**config.mk**
```make
export PLATFORM = sky130hd
export DESIGN_NAME = vet_timing_modes
export DESIGN_NICKNAME = d
export VERILOG_FILES = /design/src/design/vet_pkg.sv /design/src/design/vet_interp2x.sv /design/src/design/vet_timing_modes.sv
export SDC_FILE = /design/constraint.sdc
export NUM_CORES = 1
export LEC_CHECK = 0
export ABC_AREA = 1
export BUFFER_PORTS_ARGS = -buffer_cell sky130_fd_sc_hd__buf_4
export CAP_MARGIN = 25
export CORE_MARGIN = 1.5
export CORE_UTILIZATION = 30
export DETAILED_ROUTE_END_ITERATION = 10
export PLACE_DENSITY = 0.43
export SLEW_MARGIN = 20
export SYNTH_ARGS = -nofsm -noshare
export SYNTH_HDL_FRONTEND = slang
export SYNTH_SLANG_ARGS = --single-unit
```
**constraint.sdc**
```tcl
create_clock -name sys_clk -period 8.29 [get_ports sys_clk]
set_input_delay 0.4145 -clock sys_clk [delete_from_list [all_inputs] [get_ports sys_clk]]
set_output_delay 0.4145 -clock sys_clk [all_outputs]
set_load 0.05 [all_outputs]
```
**src/design/vet_pkg.sv**
```systemverilog
// Constants, types and layouts shared by the video encoder timing block.
// Operation
// [RULE1] Progressive input takes three 10-bit component buses on every pixel clock.
// [RULE2] Progressive samples pass a 2x interpolator with sinc correction, no colour conversion.
// [RULE3] Shared pin high in timing reset mode holds horizontal and vertical counters cleared.
// [RULE4] The driver holds the timing reset pin high at least one pixel period.
// [RULE5] Rising pin edge in phase reset mode loads field 0 phase at next field.
// [RULE6] Genlock mode updates subcarrier frequency once per line from the serial stream.
// [RULE7] Genlock word has 67 bits, two clocks each; frequency in bits 0 to 21.
// [RULE8] Software writes zero to the subcarrier frequency registers in genlock mode.
// [RULE9] Subcarrier sync phase resets every four fields NTSC, every eight fields PAL.
// [RULE10] Subcarrier comes from a direct digital synthesizer with 32-bit phase accumulator.
// [RULE11] Avoid periodic phase reset with unstable sources; use phase reset mode unpulsed.
// [RULE12] Shared pin and standard pin both high after reset start in sleep.
// [RULE13] With power-up sleep disabled, sleep follows the software sleep bit.
// [RULE14] Square pixel needs its own clock, adapts line length, unavailable with 4x.
// [RULE15] Partial blanking encodes data on open blanking lines, else blanks them all.
// [RULE16] Full blanking spans 525-21, 262-284 or 624-22, 311-335.
// [RULE17] Open lines are 10-21, half 273-284 or 7-22, 319-335.
// [RULE18] Blank input disable at 0 honours external blank in slave modes 1 to 3.
// [RULE19] Level scaling touches component Y only: 700, 1000 or default 934/700 mV.
// [RULE20] 16-bit format needs separate syncs and is refused in slave mode 0.
// [RULE21] Outputs run at 2x oversampling or 4x through the internal PLL.
// [RULE22] Timing generator places sync, blanking, burst and equalisation pulses.
// [RULE23] Until pixel valid is set, input is ignored and timing outputs stay quiet; the code still toggles fieldOut at each field start.
`default_nettype none
package vet_pkg;
  localparam int          PIX_W            = 10;
  localparam logic [3:0]  REG_CTRL         = 4'h0;
  localparam logic [3:0]  REG_FREQ         = 4'h1;
  localparam logic [3:0]  REG_STATUS       = 4'h2;
  localparam logic [3:0]  REG_GLFREQ       = 4'h3;
  localparam logic [31:0] CTRL_RESET       = 32'h0000_0044;
  localparam logic [31:0] CTRL_MASK        = 32'h0000_ffff;
  localparam logic [31:0] FREQ_RESET       = 32'h0000_0000;
  localparam logic [31:0] FIELD0_PHASE     = 32'h0000_0000;
  localparam logic [9:0]  NTSC_LINES       = 10'd525;
  localparam logic [9:0]  PAL_LINES        = 10'd625;
  localparam logic [9:0]  NTSC_FIELD2_LAST = 10'd262;
  localparam logic [9:0]  PAL_FIELD2_LAST  = 10'd312;
  localparam logic [2:0]  NTSC_SP_FIELDS   = 3'd3;
  localparam logic [2:0]  PAL_SP_FIELDS    = 3'd7;
  localparam logic [6:0]  GL_WORD_BITS     = 7'd67;
  localparam logic [6:0]  GL_FREQ_BITS     = 7'd22;
  localparam int          GL_BIT_CYC       = 2;
  localparam logic [9:0]  NTSC_EQ_LAST     = 10'd9;
  localparam logic [9:0]  PAL_EQ_LAST      = 10'd5;
  localparam logic [11:0] SYNC_END         = 12'd64;
  localparam logic [11:0] BURST_START      = 12'd76;
  localparam logic [11:0] BURST_END        = 12'd112;
  localparam logic [11:0] ACTIVE_START     = 12'd138;
  localparam logic [9:0]  Y_BLACK          = 10'h040;
  localparam logic [9:0]  C_ZERO           = 10'h200;
  localparam int          MV_FULL          = 1000;
  localparam int          MV_DEFAULT_NTSC  = 934;
  localparam int          MV_700           = 700;
  localparam int          MV_1000          = 1000;
  localparam int          SYS_CLK_MHZ      = 40;
  localparam int          PIN_MIN_NS       = 37;
  localparam int          PIN_MIN_CYC      = (PIN_MIN_NS * SYS_CLK_MHZ + 999) / 1000;
  localparam logic [1:0]  STRAP_CYC        = 2'd2;

  typedef enum logic [1:0] {
    GL_TIMING  = 2'b00,
    GL_SCPHASE = 2'b01,
    GL_STREAM  = 2'b10
  } vet_genlock_e;

  typedef enum logic [1:0] {
    LVL_DEFAULT = 2'b00,
    LVL_700     = 2'b01,
    LVL_1000    = 2'b10
  } vet_level_e;

  typedef enum logic {
    RX_IDLE = 1'b0,
    RX_BITS = 1'b1
  } vet_rx_e;

  typedef struct packed {
    logic [15:0]  spare;
    logic         pixelValid;
    logic         master;
    logic [1:0]   timingMode;
    vet_level_e   levelSel;
    logic         fmt16;
    logic         fourX;
    logic         squarePixel;
    logic         powerUpSleepEn;
    logic         sleep;
    logic         blankInputDisable;
    logic         partialBlank;
    logic         periodicPhase;
    vet_genlock_e genlockMode;
  } vet_ctrl_s;

  typedef struct packed {
    logic [PIX_W-1:0] y;
    logic [PIX_W-1:0] cb;
    logic [PIX_W-1:0] cr;
  } vet_pix_s;
endpackage
`default_nettype wire

```
**src/design/vet_interp2x.sv**
```systemverilog
// Two-times interpolator with sinc correction for the progressive component path.
`default_nettype none
module vet_interp2x (
  input  wire logic              sys_clk,
  input  wire logic              resetn,
  input  wire vet_pkg::vet_pix_s inPix,
  output var  vet_pkg::vet_pix_s outA,
  output var  vet_pkg::vet_pix_s outB
);
  import vet_pkg::*;

  typedef struct packed {
    vet_pix_s p1;
    vet_pix_s p2;
    vet_pix_s a;
    vet_pix_s b;
  } vet_ip_s;

  vet_ip_s s;
  vet_ip_s next_s;

  function automatic logic [PIX_W-1:0] peak(input logic [PIX_W-1:0] c, input logic [PIX_W-1:0] l,
                                            input logic [PIX_W-1:0] r);
    logic signed [PIX_W+2:0] v;
    v = $signed({3'b000, c}) + ((($signed({3'b000, c}) <<< 1) - $signed({3'b000, l}) - $signed({3'b000, r})) >>> 3);
    if (v < 0) begin
      return '0;
    end else if (v > $signed({3'b000, {PIX_W{1'b1}}})) begin
      return {PIX_W{1'b1}};
    end
    return v[PIX_W-1:0];
  endfunction

  function automatic logic [PIX_W-1:0] mid(input logic [PIX_W-1:0] l, input logic [PIX_W-1:0] r);
    logic [PIX_W:0] t;
    t = {1'b0, l} + {1'b0, r};
    return t[PIX_W:1];
  endfunction

  always_comb begin
    next_s = s;
    next_s.p1 = inPix;
    next_s.p2 = s.p1;
    next_s.a = '{y: peak(s.p1.y, s.p2.y, inPix.y), cb: peak(s.p1.cb, s.p2.cb, inPix.cb),
                 cr: peak(s.p1.cr, s.p2.cr, inPix.cr)}; // [RULE2]
    next_s.b = '{y: mid(s.p1.y, inPix.y), cb: mid(s.p1.cb, inPix.cb), cr: mid(s.p1.cr, inPix.cr)}; // [RULE2]
  end

  always_ff @(posedge sys_clk or negedge resetn) begin
    if (!resetn) begin
      s <= '0;
    end else begin
      s <= next_s;
    end
  end

  assign outA = s.a;
  assign outB = s.b;
endmodule
`default_nettype wire

```
**src/design/vet_timing_modes.sv**
```systemverilog
// Mode and timing control of the video encoder with its register port.
`default_nettype none
module vet_timing_modes #(
  parameter logic [11:0] NTSC_LINE_LEN = 12'd858,
  parameter logic [11:0] PAL_LINE_LEN  = 12'd864,
  parameter logic [11:0] NTSC_SQ_LEN   = 12'd780,
  parameter logic [11:0] PAL_SQ_LEN    = 12'd944
) (
  input  wire logic              sys_clk,
  input  wire logic              resetn,
  input  wire logic [3:0]        busAddr,
  input  wire logic [31:0]       busWdata,
  input  wire logic              busWr,
  input  wire logic              busRd,
  output var  logic [31:0]       busRdata,
  input  wire logic              timingGenlockResetPin,
  input  wire logic              standardSelectPin,
  input  wire logic              blankInN,
  input  wire vet_pkg::vet_pix_s pixIn,
  output var  vet_pkg::vet_pix_s progA,
  output var  vet_pkg::vet_pix_s progB,
  output var  logic [9:0]        compY,
  output var  logic              syncOut,
  output var  logic              blankOut,
  output var  logic              burstGate,
  output var  logic              fieldOut,
  output var  logic [31:0]       scPhase,
  output var  logic              dacRate4x,
  output var  logic              sleepOut
);
  import vet_pkg::*;

  typedef struct packed {
    vet_ctrl_s   ctrl;
    logic [31:0] freq;
    logic [31:0] rdata;
    logic [2:0]  meta;
    logic [2:0]  sync;
    logic        pinPrev;
    logic [11:0] hCount;
    logic [9:0]  line;
    logic [2:0]  field;
    logic [31:0] phase;
    logic [31:0] activeFreq;
    logic        phasePending;
    vet_rx_e     glState;
    logic [6:0]  glBit;
    logic        glHalf;
    logic [21:0] glShift;
    logic [21:0] glFreq;
    logic        glDone;
    logic [1:0]  strapCnt;
    logic        strapSleep;
    vet_pix_s    pix;
    logic [9:0]  compY;
    logic        syncOut;
    logic        blankOut;
    logic        burstGate;
    logic        fieldOut;
    logic        fmtError;
    logic        sleep;
  } vet_state_s;

  vet_state_s s;
  vet_state_s next_s;

  function automatic logic fullVbi(input logic [9:0] ln, input logic pal);
    if (pal) begin
      return ln >= 10'd624 || ln <= 10'd22 || (ln >= 10'd311 && ln <= 10'd335); // [RULE16]
    end
    return ln >= 10'd525 || ln <= 10'd21 || (ln >= 10'd262 && ln <= 10'd284); // [RULE16]
  endfunction

  function automatic logic openVbi(input logic [9:0] ln, input logic pal, input logic secondHalf);
    if (pal) begin
      return (ln >= 10'd7 && ln <= 10'd22) || (ln >= 10'd319 && ln <= 10'd335); // [RULE17]
    end
    return (ln >= 10'd10 && ln <= 10'd21) || (ln == 10'd273 && secondHalf) ||
           (ln > 10'd273 && ln <= 10'd284); // [RULE17]
  endfunction

  function automatic logic [10:0] gainOf(input vet_level_e sel, input logic pal);
    int mv;
    mv = (sel == LVL_700 || (sel == LVL_DEFAULT && pal)) ? MV_700 :
         (sel == LVL_1000) ? MV_1000 : MV_DEFAULT_NTSC;
    return 11'((mv * 1024) / MV_FULL);
  endfunction

  logic        pal;
  logic        pinLvl;
  logic        sqActive;
  logic [11:0] lineLen;
  logic [9:0]  lastLine;
  logic [9:0]  field2Last;
  logic [2:0]  fieldLast;
  logic [2:0]  fieldNext;
  logic        lineEnd;
  logic        fieldStart;
  logic        counterHold;
  logic        phaseLoad;
  logic        sleepNow;
  logic        extBlank;
  logic        lineBlank;
  logic        eqLine;
  logic [11:0] halfLine;
  logic [20:0] yScaled;

  always_comb begin
    pal = s.sync[1];
    pinLvl = s.sync[0];
    sqActive = s.ctrl.squarePixel && !s.ctrl.fourX; // [RULE14]
    lineLen = sqActive ? (pal ? PAL_SQ_LEN : NTSC_SQ_LEN) : (pal ? PAL_LINE_LEN : NTSC_LINE_LEN); // [RULE14]
    halfLine = {1'b0, lineLen[11:1]};
    lastLine = pal ? PAL_LINES : NTSC_LINES;
    field2Last = pal ? PAL_FIELD2_LAST : NTSC_FIELD2_LAST;
    fieldLast = pal ? PAL_SP_FIELDS : NTSC_SP_FIELDS;
    fieldNext = (s.field >= fieldLast) ? 3'd0 : 3'(s.field + 3'd1);
    lineEnd = s.hCount >= 12'(lineLen - 12'd1);
    fieldStart = lineEnd && (s.line == lastLine || s.line == field2Last);
    counterHold = s.ctrl.genlockMode == GL_TIMING && pinLvl; // [RULE3]
    phaseLoad = fieldStart && (s.phasePending || (s.ctrl.periodicPhase && fieldNext == 3'd0)); // [RULE5] [RULE9]
    sleepNow = s.ctrl.sleep || (s.ctrl.powerUpSleepEn && s.strapSleep); // [RULE12] [RULE13]
    extBlank = !s.ctrl.blankInputDisable && !s.ctrl.master && s.ctrl.timingMode != 2'd0 && !s.sync[2]; // [RULE18]
    lineBlank = fullVbi(s.line, pal) && !(s.ctrl.partialBlank && openVbi(s.line, pal, s.hCount >= halfLine)); // [RULE15]
    eqLine = s.line <= (pal ? PAL_EQ_LAST : NTSC_EQ_LAST);
    yScaled = 21'(s.pix.y * gainOf(s.ctrl.levelSel, pal));
  end

  always_comb begin
    next_s = s;
    next_s.meta = {blankInN, standardSelectPin, timingGenlockResetPin};
    next_s.sync = s.meta;
    next_s.pinPrev = pinLvl;
    next_s.glDone = 1'b0;
    next_s.rdata = 32'h0;
    if (busRd) begin
      if (busAddr == REG_CTRL) begin
        next_s.rdata = s.ctrl;
      end else if (busAddr == REG_FREQ) begin
        next_s.rdata = s.freq;
      end else if (busAddr == REG_STATUS) begin
        next_s.rdata = {4'b0000, s.fmtError, s.sleep, sqActive, s.field, s.line, s.hCount};
      end else if (busAddr == REG_GLFREQ) begin
        next_s.rdata = {10'h0, s.glFreq};
      end
    end
    if (busWr) begin
      if (busAddr == REG_CTRL) begin
        next_s.ctrl = vet_ctrl_s'(busWdata & CTRL_MASK);
      end else if (busAddr == REG_FREQ) begin
        next_s.freq = busWdata;
      end
    end
    if (counterHold) begin
      next_s.hCount = 12'd0; // [RULE3]
      next_s.line = 10'd1; // [RULE3]
    end else if (lineEnd) begin
      next_s.hCount = 12'd0;
      next_s.line = (s.line >= lastLine) ? 10'd1 : 10'(s.line + 10'd1);
      next_s.activeFreq = (s.ctrl.genlockMode == GL_STREAM) ? {s.glFreq, 10'h000} : s.freq; // [RULE6]
    end else begin
      next_s.hCount = 12'(s.hCount + 12'd1);
    end
    if (s.ctrl.genlockMode == GL_SCPHASE && pinLvl && !s.pinPrev) begin
      next_s.phasePending = 1'b1; // [RULE5]
    end else if (fieldStart) begin
      next_s.phasePending = 1'b0;
    end
    if (fieldStart) begin
      next_s.field = s.phasePending ? 3'd0 : fieldNext; // [RULE5]
      next_s.fieldOut = !s.fieldOut;
    end
    if (phaseLoad) begin
      next_s.phase = FIELD0_PHASE; // [RULE5] [RULE9]
    end else if (!sleepNow) begin
      next_s.phase = 32'(s.phase + s.activeFreq); // [RULE10]
    end
    case (s.glState)
      RX_IDLE: begin
        if (s.ctrl.genlockMode == GL_STREAM && pinLvl && !s.pinPrev) begin
          next_s.glState = RX_BITS;
          next_s.glBit = 7'd0;
          next_s.glHalf = 1'b0;
        end
      end
      RX_BITS: begin
        next_s.glHalf = !s.glHalf; // [RULE7]
        if (s.glHalf) begin
          if (s.glBit < GL_FREQ_BITS) begin
            next_s.glShift[s.glBit[4:0]] = pinLvl; // [RULE7]
          end
          if (s.glBit == 7'(GL_WORD_BITS - 7'd1)) begin
            next_s.glFreq = s.glShift; // [RULE7]
            next_s.glDone = 1'b1;
            next_s.glState = RX_IDLE;
          end else begin
            next_s.glBit = 7'(s.glBit + 7'd1);
          end
        end
      end
      default: begin
        next_s.glState = RX_IDLE;
      end
    endcase
    if (s.strapCnt != 2'd3) begin
      next_s.strapCnt = 2'(s.strapCnt + 2'd1);
    end
    if (s.strapCnt == STRAP_CYC) begin
      next_s.strapSleep = pinLvl && pal; // [RULE12]
    end
    next_s.sleep = sleepNow;
    next_s.fmtError = s.ctrl.fmt16 && s.ctrl.timingMode == 2'd0; // [RULE20]
    if (!s.ctrl.pixelValid) begin
      next_s.pix = '{y: Y_BLACK, cb: C_ZERO, cr: C_ZERO}; // [RULE23]
    end else begin
      next_s.pix = pixIn; // [RULE1]
    end
    next_s.compY = (|yScaled[20:20]) ? 10'h3ff : yScaled[19:10]; // [RULE19]
    next_s.blankOut = s.ctrl.pixelValid && (lineBlank || extBlank || s.hCount < ACTIVE_START); // [RULE22] [RULE23]
    if (!s.ctrl.pixelValid) begin
      next_s.syncOut = 1'b0; // [RULE23]
      next_s.burstGate = 1'b0;
    end else if (eqLine) begin
      next_s.syncOut = s.hCount < {1'b0, SYNC_END[11:1]} ||
                       (s.hCount >= halfLine && s.hCount < 12'(halfLine + {1'b0, SYNC_END[11:1]})); // [RULE22]
      next_s.burstGate = 1'b0; // [RULE22]
    end else begin
      next_s.syncOut = s.hCount < SYNC_END; // [RULE22]
      next_s.burstGate = !fullVbi(s.line, pal) && s.hCount >= BURST_START && s.hCount < BURST_END; // [RULE22]
    end
  end

  always_ff @(posedge sys_clk or negedge resetn) begin
    if (!resetn) begin
      s <= '0;
      s.ctrl <= vet_ctrl_s'(CTRL_RESET);
      s.freq <= FREQ_RESET;
      s.line <= 10'd1;
    end else begin
      s <= next_s;
    end
  end

  vet_interp2x u_interp (
    .sys_clk (sys_clk),
    .resetn  (resetn),
    .inPix   (s.pix),
    .outA    (progA),
    .outB    (progB)
  );

  assign busRdata = s.rdata;
  assign compY = s.compY;
  assign syncOut = s.syncOut;
  assign blankOut = s.blankOut;
  assign burstGate = s.burstGate;
  assign fieldOut = s.fieldOut;
  assign scPhase = s.phase;
  assign dacRate4x = s.ctrl.fourX; // [RULE21]
  assign sleepOut = s.sleep;
endmodule
`default_nettype wire

```
==> summary.txt <==
Run status
  – Outcome: completed

STA
  – FMAX: 143.7 MHz
  – Worst setup margin: 1.332 ns
  – Worst slew pin tran: around 0.97 ns
  – Slew Limit Fails: 0
  – TNS Setup: 0 ns
  – Worst rel slew slack: 0.3536
  – Fin. Hold Viols: 0
  – Final Critical Period: 6.958 ns
  – Clk_skew: 0.02123 ns
  – Tcrit/Tclk final: 0.8393
  – RSZ-0062 raised after global routing: no
  – Final setup viols: 0

Critical path
  – Crit start category: flip-flop
  – Max incr delay on CP: approximately 0.58 ns
  – Slowest CP cell: dfrtp_1
  – CP Class: reg2reg
  – Bufs and invs on worst path: 7
  – Crit-path leading delay family: adder cells
  – Critical path capture point type: flip-flop
  – CP Data Required Time: between 8 and 9 ns
  – Top cell by count, worst path: inv_1
  – CP arrival: between 7 and 8 ns
  – Critical path peak fanout: 14

Global routing
  – Largest net degree at the start of global routing: 72
  – First-pass GRT wire length: about 130 mm
  – Total gr overflow: 0
  – Initial antenna violation count: 5
  – Vias in the first global route: about 22,000
  – Gr usage total: 0.1780

Final layout
  – Commonest non-fill, non-tap cell in the layout: nand2_1
  – Non-Filler Instances: between 4,000 and 5,000
  – Fraction of layout cells with a size suffix above 1: 0.1197
  – Most frequent cells in the layout: 587 x nand2_1, 511 x inv_1, 395 x dfrtp_1
  – Final net count: 3,847
  – Final core utilization: 0.3484
  – Filler Cell Count: roughly 9,700
  – Antenna Cells: 0
  – Synth-to-Final Area Change: 15.48%

Synthesis
  – Synth unique cells: just under 60
  – Area contributors post-synth: dfrtp_1 36%, ha_1 11%, nand2_1 8.0%, inv_1 7.0%, fa_1 5.7%
  – Top FF cell, synth: dfrtp_1
  – Sequential fraction of the synthesis area: 0.3622
  – EDFF count, synth: 0
  – Ys Warns: 0
  – Top-area cell type share of the netlist area: 0.3594
  – Synthesized area per cell: around 8.3 µm²
  – Synthesized area: about 0.028 mm²
  – Yosys reg bits: roughly 400
  – Share of flip-flops with an asynchronous set or reset: 1.000
  – Leading area contributor after synthesis: dfrtp_1
  – Cell count after synthesis: 3,303

Clock network
  – Resize count post-CTS: 0
  – CTS tree: done
  – Worst-skew pair later-pin latency: between 0.6 and 0.7 ns
  – Num CTS Buffers: around 50
  – Htree depth: 2
  – Max clock buf depth: 3
  – Clock tree root buffer cell: clkbuf_16
  – # clock sinks: 399
  – CTS clock-pin slew for the worst setup and hold paths: 0.06 ns

Power and ir drop
  – Sw Share: 0.4806
  – Worst VDD drop: roughly 150 µV
  – PwrDens: between 300 and 400 mW/mm²
  – Flop pwr share: 0.235
  – Clock Power Share: 0.197
  – Net switching power: 5.810 mW
  – Leakage dissipation: between 15 and 20 nW
  – Pint: around 6.3 mW
  – Power after layout: approximately 12 mW
  – Fraction of power consumed by combinational cells: 0.568

Route
  – Routed WL: approximately 83 mm
  – TritonRoute pass-1 iters: 6
  – DRC violations left: 0
  – Via count: between 20,000 and 25,000
  – Vias/cell: 4.670
  – DR iter-0 viols: 1,265
  – Routed Antenna Nets: 0
  – DR WL/cell: 17.69 µm

Placed design
  – Port bufs: about 210
  – Worst slack, placed: around 1.4 ns
  – HPWL after DPL: between 60 and 70 mm
  – Placed cells: around 4,500
  – Placer Congestion: 0.8848

Die
  – Placement Rows: 111
  – Initial Utilization: 0.3017
  – Horiz. Die Dim: a little over 300 µm
  – Die footprint: 0.09374 mm²
  – Top Ports: 213
  – Die height: a little over 300 µm
  – Core ar.: just over 0.09 mm²

Min path
  – Hold Crit Class: in2reg

Job
  – MaxCap Viol Count: 0
-- cell families (layout without fill, tap and decap cells) --
kind of cell,count (synthesis),after routing,share of synthesized area
simple gates,1056,1056,0.1636
buf+inv,710,891,0.1173
compound gates,641,641,0.1303
flops,399,399,0.3622
fa+ha+maj,331,331,0.1717
xor+xnor,139,139,0.04415
mux,26,26,0.01062
other cells,1,2,0.0001360
-- sequential cells by signal (all words and copies together), names as in the netlist --
signal / flops
syncOut: 1
scPhase: 32
compY: 10
u_interp.s: 30
u_interp.outA: 30
u_interp.next_s: 30
blankOut: 1
busRdata: 32
pal: 1
burstGate: 1
next_s: 4
s: 194
sleepOut: 1
u_interp.outB: 30
dacRate4x: 1
fieldOut: 1
-- power groups by stage --
stage	clock [mW]	combinational, mW	sequential (mW)
4_1_cts	2.47	6.93	2.86
2_1_floorplan	0	5.56	2.67
3_3_place_gp	0	6.89	2.89
6_report	2.38	6.86	2.84
5_1_grt	2.55	7.81	2.90
3_5_place_dp	0	6.86	2.89
-- worst reg2reg max path, delay by kind of cell, from the launching register on --
family	cells	cell delay (ns)
compound gates	4	0.79
fa+ha+maj	7	3.13
buf+inv	7	1.02
flops	1	0.58
simple gates	10	1.32
-- cells in the mapped netlist, drive strengths merged (23+ instances only) --
cell	instances
ha	252
buf	160
a211oi	23
xnor2	42
inv	519
nand4	29
dfrtp	396
a31oi	58
nor2	245
o21bai	23
clkbuf	30
mux2	26
nand2	605
a21oi	288
nor3	43
fa	79
nand3	105
xor2	97
o21ai	192
-- routing by layer --
metal | wire length, µm | vias up | GRT usage
met3 | 3743 | 103 | 0.02820
li1 | - | 10899 | -
met2 | 36950 | 447 | 0.2853
met5 | 28 | - | 0
met1 | 39960 | 10359 | 0.2492
met4 | 1920 | 4 | 0.04582
-- repair_timing --
item / 4_1_cts / 5_1_grt
endpoints found under the hold margin: 86 / 0
hold buffers: 47 / 0
setup buffers: 0 / 0
-- layout make-up --
class / instances / area [µm²] / share of cell area
clock inverter: 23 / 344.1 / 0.01081
timing repair buffer: 276 / 2252 / 0.07073
tap: 1186 / 1484 / 0.04660
inverter: 520 / 1954 / 0.06138
multi-input combinational: 2195 / 14360 / 0.4511
clock buffer: 72 / 1455 / 0.04570
sequential: 399 / 9990 / 0.3137
-- through the flow --
step / area, µm² / hold slack, ns
after global placement: 29480 / 0.3232
after floorplan: 27580 / 0.1189
after detailed placement: 29510 / 0.3264
final: 31840 / 0.04130
after global routing: 31840 / 0.03106
after CTS: 31780 / 0.004730
-- final timing paths --
kind                                        from                          end  slack (ns)  cells after the start
setup reg to reg                   pal$_DFF_PN0_           compY[0]$_DFF_PN0_        1.33                     28
hold reg to reg            next_s[196]$_DFF_PN0_             s[196]$_DFF_PN0_        0.36                      0
max in group asynchronous                 resetn  u_interp.outA[26]$_DFF_PN0_        6.07                      4
min in group asynchronous                 resetn       busRdata[30]$_DFF_PN0_        0.25                      2
setup / recovery                   pal$_DFF_PN0_           compY[0]$_DFF_PN0_        1.33                     28
hold / removal                      busWdata[30]           s[262]$_DFFE_PN0P_        0.04                      3
Power figures use the tool's default switching activity.
